<file path="src/verilog/buffer_pointer_pkg.sv">
// constants for the buffer pointer register bank
// assumes an apb master with 32-bit data; each register index sits at byte address 4 * index
package buffer_pointer_pkg;

    // register indices; byte address is four times the index
    localparam logic [7:0] IDX_BUFFER_RESET    = 8'h53;
    localparam logic [7:0] IDX_BUFFER_SIZE     = 8'h56;
    localparam logic [7:0] IDX_DISK_LOW        = 8'h57;
    localparam logic [7:0] IDX_DISK_MIDDLE     = 8'h58;
    localparam logic [7:0] IDX_DISK_HIGH       = 8'h59;
    localparam logic [7:0] IDX_HOST_LOW        = 8'h5a;
    localparam logic [7:0] IDX_HOST_MIDDLE     = 8'h5b;
    localparam logic [7:0] IDX_HOST_HIGH       = 8'h5c;
    localparam logic [7:0] IDX_STOP_LOW        = 8'h5d;
    localparam logic [7:0] IDX_STOP_MIDDLE     = 8'h5e;
    localparam logic [7:0] IDX_STOP_HIGH       = 8'h5f;

    // field layout
    localparam int unsigned POINTER_WIDTH      = 22;
    localparam int unsigned HIGH_BYTE_BITS     = 6;
    localparam int unsigned SOFT_RESET_BIT     = 5;
    localparam int unsigned SIZE_CODES         = 8;

    // values after reset
    localparam logic [7:0]  SIZE_RESET         = 8'h00;
    localparam logic        SOFT_RESET_AT_POR  = 1'b1;
    localparam logic        SCSI_RESET_IDLE    = 1'b1;

    // address bits kept by the buffer for size code with n low ones
    localparam int unsigned BUFFER_BITS [SIZE_CODES] = '{13, 14, 15, 16, 17, 18, 20, 22};

endpackage

</file>
<file path="src/verilog/buffer_pointer_regs.sv">
// buffer size code, disk / host / stop pointers and host-side soft reset bit
// assumes an apb3 master on pclk and an asynchronous active-low scsi bus reset pin
// Behaviour
// RQ1: an 8-bit read/write size register holds a code of low ones, 00 to 7f, choosing buffer size.
// RQ2: the size code masks the host-to-stop compare so it respects the buffer wrap boundary.
// RQ3: the size register clears on hardware reset only, not on soft or scsi bus reset.
// RQ4: a 22-bit disk pointer in low, middle and 6-bit high bytes addresses disk and controller access.
// RQ5: all pointer bytes clear on hardware reset and while the host/buffer reset bit is set.
// RQ6: a 22-bit host pointer in low, middle and 6-bit high bytes addresses host-side access.
// RQ7: a 22-bit stop pointer in low, middle and 6-bit high bytes marks the host-side limit.
// RQ8: host and stop pointers also clear on scsi bus reset, the disk pointer does not.
// RQ9: the host/buffer reset bit, set by software or by hardware reset, halts buffer and host work.
// RQ10: reserved high-byte bits read zero and ignore writes; each pointer is one 22-bit value.
//
// Chosen here: the APB interface to the registers.
`timescale 1ns/1ps

module buffer_pointer_regs #(
    parameter int unsigned ADDR_WIDTH = 10
) (
    input  wire logic                    pclk,
    input  wire logic                    presetn,
    input  wire logic                    clk_en,
    input  wire logic                    psel,
    input  wire logic                    penable,
    input  wire logic                    pwrite,
    input  wire logic [ADDR_WIDTH-1:0]   paddr,
    input  wire logic [31:0]             pwdata,
    output logic      [31:0]             prdata,
    output logic                         pready,
    output logic                         pslverr,
    input  wire logic                    scsi_reset_n,
    output logic      [7:0]              buffer_size_code,
    output logic      [21:0]             disk_address,
    output logic      [21:0]             host_address,
    output logic      [21:0]             stop_address,
    output logic                         host_at_stop,
    output logic                         buffer_halt
);

    localparam int unsigned PW = buffer_pointer_pkg::POINTER_WIDTH;
    localparam int unsigned HB = buffer_pointer_pkg::HIGH_BYTE_BITS;

    typedef struct packed {
        logic [7:0]    size;
        logic [PW-1:0] disk;
        logic [PW-1:0] host;
        logic [PW-1:0] stop;
        logic          soft_reset;
        logic          at_stop;
        logic [31:0]   rdata;
    } regs_state_t;

    regs_state_t state;
    regs_state_t next_state;

    logic          scsi_level;
    logic [7:0]    index;
    logic          aligned;
    logic          hit;
    logic          setup;
    logic          access;
    logic          wr_en;

    pin_sync #(
        .RESET_LEVEL (buffer_pointer_pkg::SCSI_RESET_IDLE)
    ) u_scsi_sync (
        .pclk      (pclk),
        .presetn   (presetn),
        .clk_en    (clk_en),
        .pin_in    (scsi_reset_n),
        .level_out (scsi_level)
    );

    // size mask; an illegal code keeps every address bit so nothing wraps early
    function automatic logic [PW-1:0] size_mask(input logic [7:0] code);
        logic [PW-1:0] mask;
        mask = {PW{1'b1}};
        for (int i = 0; i < buffer_pointer_pkg::SIZE_CODES; i++) begin
            if (code == 8'((16'h0001 << i) - 16'h0001)) begin
                mask = PW'((32'h0000_0001 << buffer_pointer_pkg::BUFFER_BITS[i]) - 32'h0000_0001);
            end
        end
        return mask;
    endfunction

    function automatic logic mapped(input logic [7:0] idx);
        return (idx == buffer_pointer_pkg::IDX_BUFFER_RESET) ||
               ((idx >= buffer_pointer_pkg::IDX_BUFFER_SIZE) &&
                (idx <= buffer_pointer_pkg::IDX_STOP_HIGH));
    endfunction

    // high bytes carry only the six live bits
    function automatic logic [7:0] high_byte(input logic [PW-1:0] ptr);
        return {2'b00, ptr[PW-1:16]};
    endfunction

    function automatic logic [31:0] read_value(input regs_state_t s, input logic [7:0] idx);
        logic [7:0] value;
        value = 8'h00;
        unique case (idx)
            buffer_pointer_pkg::IDX_BUFFER_RESET: value[buffer_pointer_pkg::SOFT_RESET_BIT] =
                                                      s.soft_reset;
            buffer_pointer_pkg::IDX_BUFFER_SIZE:  value = s.size;
            buffer_pointer_pkg::IDX_DISK_LOW:     value = s.disk[7:0];
            buffer_pointer_pkg::IDX_DISK_MIDDLE:  value = s.disk[15:8];
            buffer_pointer_pkg::IDX_DISK_HIGH:    value = high_byte(s.disk);
            buffer_pointer_pkg::IDX_HOST_LOW:     value = s.host[7:0];
            buffer_pointer_pkg::IDX_HOST_MIDDLE:  value = s.host[15:8];
            buffer_pointer_pkg::IDX_HOST_HIGH:    value = high_byte(s.host);
            buffer_pointer_pkg::IDX_STOP_LOW:     value = s.stop[7:0];
            buffer_pointer_pkg::IDX_STOP_MIDDLE:  value = s.stop[15:8];
            buffer_pointer_pkg::IDX_STOP_HIGH:    value = high_byte(s.stop);
            default:                              value = 8'h00;
        endcase
        return {24'h00_0000, value};
    endfunction

    assign index   = paddr[9:2];
    assign aligned = (paddr[1:0] == 2'b00);
    assign hit     = aligned && mapped(index);
    assign setup   = psel && !penable;
    assign access  = psel && penable;
    assign wr_en   = clk_en && access && pwrite && hit;

    // zero wait states; a stalled clock enable still answers, but no state moves
    assign pready  = 1'b1;
    assign pslverr = access && !hit;

    always_comb begin
        next_state = state;
        if (clk_en) begin
            // read data sampled in the setup cycle, reads have no side effects
            if (setup && !pwrite) begin
                next_state.rdata = hit ? read_value(state, index) : 32'h0000_0000;
            end
            if (wr_en) begin
                unique case (index)
                    // RQ9: soft reset bit
                    buffer_pointer_pkg::IDX_BUFFER_RESET:
                        next_state.soft_reset = pwdata[buffer_pointer_pkg::SOFT_RESET_BIT];
                    // RQ1: size code write
                    buffer_pointer_pkg::IDX_BUFFER_SIZE:  next_state.size        = pwdata[7:0];
                    // RQ4: disk pointer bytes
                    buffer_pointer_pkg::IDX_DISK_LOW:     next_state.disk[7:0]   = pwdata[7:0];
                    buffer_pointer_pkg::IDX_DISK_MIDDLE:  next_state.disk[15:8]  = pwdata[7:0];
                    // RQ10: reserved bits dropped on write
                    buffer_pointer_pkg::IDX_DISK_HIGH:    next_state.disk[PW-1:16] = pwdata[HB-1:0];
                    // RQ6: host pointer bytes
                    buffer_pointer_pkg::IDX_HOST_LOW:     next_state.host[7:0]   = pwdata[7:0];
                    buffer_pointer_pkg::IDX_HOST_MIDDLE:  next_state.host[15:8]  = pwdata[7:0];
                    buffer_pointer_pkg::IDX_HOST_HIGH:    next_state.host[PW-1:16] = pwdata[HB-1:0];
                    // RQ7: stop pointer bytes
                    buffer_pointer_pkg::IDX_STOP_LOW:     next_state.stop[7:0]   = pwdata[7:0];
                    buffer_pointer_pkg::IDX_STOP_MIDDLE:  next_state.stop[15:8]  = pwdata[7:0];
                    buffer_pointer_pkg::IDX_STOP_HIGH:    next_state.stop[PW-1:16] = pwdata[HB-1:0];
                    default: ;
                endcase
            end
            // RQ5: soft reset holds every pointer at zero, over any write
            if (state.soft_reset) begin
                next_state.disk = '0;
                next_state.host = '0;
                next_state.stop = '0;
            end
            // RQ8: scsi bus reset clears host side only
            if (!scsi_level) begin
                next_state.host = '0;
                next_state.stop = '0;
            end
            // RQ2: compare within the physical buffer only
            next_state.at_stop = ((next_state.host ^ next_state.stop) &
                                  size_mask(next_state.size)) == '0;
        end
    end

    // RQ3: only the pin reset reaches the size code
    always_ff @(posedge pclk or negedge presetn) begin
        if (!presetn) begin
            state            <= '0;
            state.size       <= buffer_pointer_pkg::SIZE_RESET;
            state.soft_reset <= buffer_pointer_pkg::SOFT_RESET_AT_POR;
            state.at_stop    <= 1'b1;
        end else begin
            state <= next_state;
        end
    end

    assign prdata           = state.rdata;
    assign buffer_size_code = state.size;
    assign disk_address     = state.disk;
    assign host_address     = state.host;
    assign stop_address     = state.stop;
    assign host_at_stop     = state.at_stop;
    // RQ9: halt follows the soft reset bit
    assign buffer_halt      = state.soft_reset;
endmodule

</file>
<file path="src/verilog/pin_sync.sv">
// three-stage synchroniser for one asynchronous pin
// assumes pclk domain; the output moves only when stages two and three agree
`timescale 1ns/1ps

module pin_sync #(
    parameter logic RESET_LEVEL = 1'b1
) (
    input  wire logic pclk,
    input  wire logic presetn,
    input  wire logic clk_en,
    input  wire logic pin_in,
    output logic      level_out
);

    typedef struct packed {
        logic stage1;
        logic stage2;
        logic stage3;
        logic level;
    } sync_state_t;

    sync_state_t state;
    sync_state_t next_state;

    // stage1 feeds stage2 only, to keep metastability out of the compare
    always_comb begin
        next_state = state;
        if (clk_en) begin
            next_state.stage1 = pin_in;
            next_state.stage2 = state.stage1;
            next_state.stage3 = state.stage2;
            if (state.stage2 == state.stage3) begin
                next_state.level = state.stage3;
            end
        end
    end

    always_ff @(posedge pclk or negedge presetn) begin
        if (!presetn) begin
            state <= {4{RESET_LEVEL}};
        end else begin
            state <= next_state;
        end
    end

    assign level_out = state.level;

endmodule
</file>
<file path="config.mk">
export PLATFORM = sky130hd
export DESIGN_NAME = buffer_pointer_regs
export DESIGN_NICKNAME = d
export VERILOG_FILES = /design/src/verilog/buffer_pointer_pkg.sv /design/src/verilog/buffer_pointer_regs.sv /design/src/verilog/pin_sync.sv
export SDC_FILE = /design/constraint.sdc
export NUM_CORES = 1
export LEC_CHECK = 0
export ABC_AREA = 1
export BUFFER_PORTS_ARGS = -buffer_cell sky130_fd_sc_hd__buf_2
export CAP_MARGIN = 20
export CORE_MARGIN = 10
export CORE_UTILIZATION = 45
export DETAILED_ROUTE_END_ITERATION = 12
export GPL_TIMING_DRIVEN = 0
export PLACE_DENSITY = 0.7
export SYNTH_ARGS = -nofsm -noshare
export SYNTH_HDL_FRONTEND = slang
export SYNTH_HIERARCHICAL = 1
export SYNTH_SLANG_ARGS = --single-unit
</file>
<file path="constraint.sdc">
create_clock -name pclk -period 2 [get_ports pclk]
set_input_delay 0.3 -clock pclk [delete_from_list [all_inputs] [get_ports pclk]]
set_output_delay 0.3 -clock pclk [all_outputs]
set_load 0.05 [all_outputs]
</file>
== Yosys cells after proc, flatten, opt, wreduce, memory -nomap -nowiden ==
Index checks and enable logic that the tools add are counted.

* Flip-flop bits (word level): 112
* Word-level logic and storage cells: 93
* Output and inout port bits: 110
* Input bits: 49

* Bitwise operators: 2
* Eq/ne operators: 25
* Reduce and logical (&&, ||, !) cells: 22
* Mux-type cells: 29
* Magnitude comparators: 2

{| class="wikitable"
|+ Operators by type and width
! cell !! number
|-
| $mux 22 || 9
|-
| $mux 75 || 2
|-
| $eq 8x7->1 const B || 12
|-
| $mux 44 || 2
|-
| $mux 66 || 1
|-
| $mux 8 || 8
|-
| $pmux 5 s10 || 1
|-
| $and 22x22->22 || 1
|-
| $logic_not 22->1 || 1
|-
| $xor 22x22->22 || 1
|-
| $mux 6 || 3
|-
| $pmux 2 s7 || 1
|-
| $ne 3x1->1 const B || 4
|-
| $reduce_and 3->1 || 4
|-
| $pmux 1 s11 || 1
|-
| $logic_and 1x1->1 || 9
|-
| $eq 8x1->1 const B || 1
|-
| $eq 8x2->1 const B || 1
|-
| $eq 8x3->1 const B || 1
|-
| $eq 8x4->1 const B || 1
|-
| $eq 8x5->1 const B || 1
|-
| $eq 8x6->1 const B || 1
|-
| $ge 8x7->1 const B || 1
|-
| $le 8x7->1 const B || 1
|-
| 8 further kinds || 12
|}

== Longest topological paths before layout ==
* Depth after elaboration: 19
* Depth in mapped cells: 21
* Depth with buffers taken out: 19

== Hierarchy ==
The synthesis kept the hierarchy.

{| class="wikitable"
|+ By module, submodules not included
! module !! times used !! area each (um^2) !! sequential area each (um^2) !! cells an instance
|-
| buffer_pointer_regs || 1 || 6038.3 || 2104.5 || 954
|-
| pin_sync || 1 || 168.9 || 105.1 || 20
|}

== Least setup slack after synthesis ==
Ideal clock, no wire load.

* Path type: input -> register
* Start: input paddr[9]
* End: register state (netlist bit host_at_stop)
* Path buffers: 3
* Required time: 1.939 ns
* Library setup time: 0.061 ns
* Stages: 18
* Data arrival time: 1.882 ns
* Path slack: 0.057 ns
* Path through: inv_1 > nand2_1 > nor2_4 > nand2_1 > nand2_2 > nand3_2 > buf_6 > buf_6 > buf_6 > o21ai_2 > inv_2 > nand3_1 > nand2_1 > a21oi_1 > nand2_1 > nor2_1 > nand3_1 > nand2_1

* Cells in the longest elaborated chain, start to end: 19
* Elaborated cells on any way between the ends: 46
* Classes of those cells: 2 x order compare; 15 x eq/ne; 21 x mux; 2 x bitwise; 6 x reduce/logical

{| class="wikitable"
|+ Ends and longest elaborated chain
! element !! RTL line !! text
|-
| from (decl) || buffer_pointer_regs.sv:27 || <nowiki>input wire logic [ADDR_WIDTH-1:0] paddr,</nowiki>
|-
| $ge 8x7->1 or $le 8x7->1 (tied branches) || buffer_pointer_regs.sv:89, buffer_pointer_regs.sv:90 ||
|-
| $logic_and 1x1->1 || buffer_pointer_regs.sv:89 || <nowiki>((idx >= buffer_pointer_pkg::IDX_BUFFER_SIZE) &&</nowiki>
|-
| $logic_or 1x1->1 || buffer_pointer_regs.sv:88 || <nowiki>return (idx == buffer_pointer_pkg::IDX_BUFFER_RESET) ||</nowiki>
|-
| $logic_and 1x1->1 || buffer_pointer_regs.sv:121 || <nowiki>assign hit = aligned && mapped(index);</nowiki>
|-
| $logic_and 1x1->1 || buffer_pointer_regs.sv:124 || <nowiki>assign wr_en = clk_en && access && pwrite && hit;</nowiki>
|-
| $mux 75 * || buffer_pointer_regs.sv:137 || <nowiki>if (wr_en) begin</nowiki>
|-
| $mux 75 * || buffer_pointer_regs.sv:132 || <nowiki>if (clk_en) begin</nowiki>
|-
| $logic_not 8->1 || buffer_pointer_regs.sv:80 || <nowiki>if (code == 8'((16'h0001 << i) - 16'h0001)) begin</nowiki>
|-
| $mux 22 (8 in series) || buffer_pointer_regs.sv:80 ||
|-
| $mux 22 || buffer_pointer_regs.sv:132 ||
|-
| $and 22x22->22 * || buffer_pointer_regs.sv:172 || <nowiki>next_state.at_stop = ((next_state.host ^ next_state.stop) &</nowiki>
|-
| $logic_not 22->1 * || buffer_pointer_regs.sv:172 ||
|-
| to (signal assigned) || buffer_pointer_regs.sv:185 || <nowiki>state <= next_state;</nowiki>
|-
| to (decl) || buffer_pointer_regs.sv:54 || <nowiki>regs_state_t state;</nowiki>
|}

Mark *: on every way between the ends. The rest lies on a longest branch, timed or not. The select of a mux whose other input is x is not followed.
A chain may end at the register's enable or synchronous reset.

== Worst setup path in the final report ==
Ends and elaborated chain as after synthesis.

==> results by stage <==
Worst setup path:
- The slowest stage of the critical path is the xor2_2 cell.
- The worst setup path startpoint is paddr[9].
- The worst setup path is of the input port to flip-flop kind.
- The critical register-to-register path startpoint is u_scsi_sync/level_out.
- The worst setup path is launched from an input port.
- The peak fanout along the critical path is 10.
- The critical path goes through buf_6, inv_2, nand2_2, nor2_4, nand2_2, nand2_4, nand3_4, buf_8, buf_12, buf_6, nand2_1, nand2_1, nand2_1, xor2_2, nand3_1, nand2_2, nor2_2, nand3_1, nand2_1.
- Counting both buffers and inverters, the worst setup path holds a total of 5.
- The largest incremental delay on the critical path is 0.28 ns.
- The cell type group with the largest total delay on the critical path is simple AND/OR/NAND/NOR gates.
- Data arrives at the worst endpoint at 2.40 ns.
- The cell seen most often among critical-path stages is nand2_1.
- The type of destination of the critical path is a flip-flop.
- The required time of the critical path is 2.29 ns.

Placement:
- The HPWL reported at the end of detailed placement is 19.9 mm.
- The number of input and output port buffers inserted is 107.
- Including well taps, the total number of placed cells is 1,281.
- The placer's final routability congestion estimate is 1.05.

Clocking:
- The clock-pin transition on the worst setup and hold timing paths is 0.07 ns.
- The clock net in this run drives a total of 88 sinks.
- TritonCTS created 9 clock buffers.
- The TritonCTS clock tree is built.
- The library cell used as clock root buffer is clkbuf_16.
- The H-tree depth is 3.
- The clock passes through at most 2 buffers.
- The clock reaches the later pin of the worst-skew pair after 0.36 ns.

Power and ir drop:
- Of the total power, registers draw 45.4%.
- The reported leakage power is 4.12 nW.
- Power comes to 4.00 mW.
- The internal power contribution is 2.80 mW.
- The power spent charging and discharging nets is 1.20 mW.
- The power share of the clock group is 42.8%.
- The worst-case vdd ir drop is 0.567 mV.
- The power density normalized to cell area is 495 nW/um^2.
- Of the total power, combinational logic draws 11.8%.
- In this run switching power makes up 30.0% of total power.

Logic synthesis:
- The netlist area before placement is 6210 um^2.
- The post-synthesis average cell area is 6.37 um^2.
- The sequential area share after synthesis is 35.6%.
- Synthesis instantiated 38 different standard cells from the library.
- The count of synthesis-stage warnings from yosys is 6.
- In the synthesized netlist, the number of instances is 974.
- Synthesis inferred 88 register bits.
- For this run, asynchronously set or reset flops after synthesis account for 100%.
- In this run, synthesis inferred 0 flip-flops with an integrated enable.
- The most frequently used flop master after synthesis is dfrtp_1.

GRT:
- The global-route wire length before repair is 39.5 mm.
- The number of antenna violations at the first check in global routing is 0.
- The residual overflow from global routing is 0.
- For met2 alone, demand over resource in global routing was 42.2%.
- For met1 alone, demand over resource in global routing was 36.0%.
- In the global route stage, met3 resource usage came out at 6.52%.
- The most congested layer reported by global routing is met2.
- The largest net degree at the start of global routing is 57.
- The via count of the first global-routing pass is 6,783.
- In the global route stage, overall resource usage came out at 27.4%.

Route:
- The average wire per standard cell is 20.1 um.
- After detailed routing, the number of vias per cell comes to 5.61.
- The via count is 7,454.
- After the first detailed-routing iteration, the DRC count stood at 923.
- The total detailed-routing wirelength is 26.7 mm.
- The count of nets left with antenna violations after detail routing is 0.
- The remaining routing DRC violations is 0.
- The detailed-routing iteration count for the pre-antenna-repair pass is 8.

Timing:
- Setup repair after global routing could not meet its margin everywhere.
- The clock arrives with 0.00854 ns of skew.
- The number of max-slew violations in the final report was 0.
- The final setup violation count is 3.
- Headroom to the max-slew limit came out at 50.7%.
- Final hold analysis gives a worst-case slack of 0.150 ns.
- The hold violation total from the final report was 0.
- The worst-case setup margin in the final layout is -0.117 ns.
- The minimum period implied by the final worst setup slack is 2.12 ns.
- At the pin with the least slew margin, the transition time is 0.739 ns.
- Derived from the worst setup path, the maximum achievable clock frequency is 472 MHz.
- Setup total negative slack on the finished layout was measured at -0.287 ns.
- The period utilization is 106%.

Floorplanning:
- The chip height is 137 um.
- The number of cell rows is 42.
- 159 I/O pins were placed.
- The die outline area is 18,900 um^2.
- In this run the horizontal extent of the chip is 137 um.
- The standard cell core area is 13,400 um^2.
- The effective utilization at floorplan is 46.3%.

Layout:
- The library cells used most frequently in the layout, excluding fill and tap cells, are nand2_1 (323), buf_2 (111), inv_1 (101), o21ai_0 (84), dfrtp_1 (82).
- In the final design database the tool counted 1,196 nets.
- The count of non-filler cells in the finished layout is 1,329.
- Leaving out fill and tap cells, the most frequent cell in the layout is nand2_1.
- The area added between synthesis and finish is 30.2%.
- In the final layout, the share of cells above drive strength 1 is 26.0%.

Outcome:
- The checks that failed: setup timing.
- The run finished, with violations left.

Hold path:
- The launch point of the worst hold path is scsi_reset_n.
- The class of the tightest hold or removal check is input port to flip-flop.

Run:
- The tool flagged a number of max-cap violations equal to 0.
-- cell type report --
class	instances	area (um^2)
fill	1360	5320
inverter	111	422
multi-input combinational	730	3550
clock inverter	7	73.8
clock buffer	9	225
tap	176	220
buffer	68	515
sequential	88	2210
timing repair buffer	139	866
antenna	1	2.50
-- stage by stage --
| stage | util, % | worst slack (ns) | area, um^2 |
|---|---|---|---|
| global placement | 52.6 | -0.784 | 7050 |
| floorplan | - | 0.0570 | 6290 |
| CTS | 56.8 | 0.00165 | 7610 |
| detailed placement | 52.8 | -0.725 | 7080 |
| global route | 60.3 | -0.246 | 8080 |
| finish | 60.3 | -0.117 | 8080 |
-- routing by layer --
metal,vias to the layer above,share of wire [%]
met5,-,0
met4,0,4.9
met3,95,11
met2,490,45
met1,3437,39
li1,3432,-
-- kinds of logic after synthesis --
kind of cell    count (synthesis)  synth area share (%)
other cells                     2                 0.121
xor+xnor                        2                 0.282
flops                          88                  35.6
buf+inv                       179                  13.4
compound gates                158                  14.8
simple gates                  545                  35.8
-- final timing paths --
check | end | slack, ns | cells past startpoint
max | host_at_stop | -0.12 | 19
min | u_scsi_sync/state[3] | 0.15 | 3
max reg2reg | host_at_stop | -0.07 | 10
min reg2reg | host_at_stop | 0.47 | 2
max in group asynchronous | host_at_stop | 0.88 | 3
min in group asynchronous | stop_address[10] | 0.42 | 2
-- state kept, by name, summed over array words and instances, names as in the netlist --
name	cells
host_address	22
buffer_size_code	8
u_scsi_sync/level_out	1
stop_address	22
host_at_stop	1
buffer_halt	1
disk_address	22
prdata	8
u_scsi_sync/state	3
-- Yosys cell counts, types with 3 or more instances --
master / count / area [um^2]
nand2_1: 352 / 1320
o211ai_1: 3 / 22.5
inv_1: 106 / 398
o2111ai_1: 4 / 35.0
o21ai_2: 3 / 26.3
buf_1: 5 / 18.8
dfrtp_1: 82 / 2050
nand3_1: 84 / 420
a22o_1: 4 / 35.0
o21ai_0: 97 / 485
nand4_1: 13 / 81.3
o22ai_1: 6 / 37.5
nor2_1: 85 / 319
a221oi_1: 12 / 105
o31ai_1: 5 / 37.5
buf_6: 5 / 56.3
a21oi_1: 10 / 50.1
o21ai_1: 9 / 45.0
dfstp_2: 6 / 158
clkinv_1: 3 / 11.3
buf_4: 28 / 210
clkbuf_1: 17 / 63.8
buf_2: 13 / 65.1
nor2_2: 3 / 18.8
-- power by group through the flow --
| stage | clock network (mW) | registers [mW] | logic [mW] |
|---|---|---|---|
| after CTS | 1.72 | 1.82 | 0.434 |
| after global routing | 1.79 | 1.82 | 0.506 |
| after global placement | 0 | 1.85 | 0.410 |
| after floorplan | 0 | 1.86 | 0.256 |
| after detailed placement | 0 | 1.85 | 0.419 |
| final | 1.71 | 1.82 | 0.473 |
-- timing repair --
item	CTS	global route
hold buffers	1	0
buffers inserted	12	17
gates resized for setup	46	106
pin swaps	11	36
cloned	0	2
setup endpoints to repair	39	29
hold endpoints to repair	28	0
-- worst register-to-register path, cell delays in order (launching register included) --
cell and delay (ns):
dfstp_2 0.57, nand2_2 0.13, inv_4 0.18, buf_4 0.24, nand2_1 0.14, xor2_2 0.31
nand3_1 0.15, nand2_2 0.11, nor2_2 0.04, nand3_1 0.07, nand2_1 0.05
(Power assumes the default switching activity.)
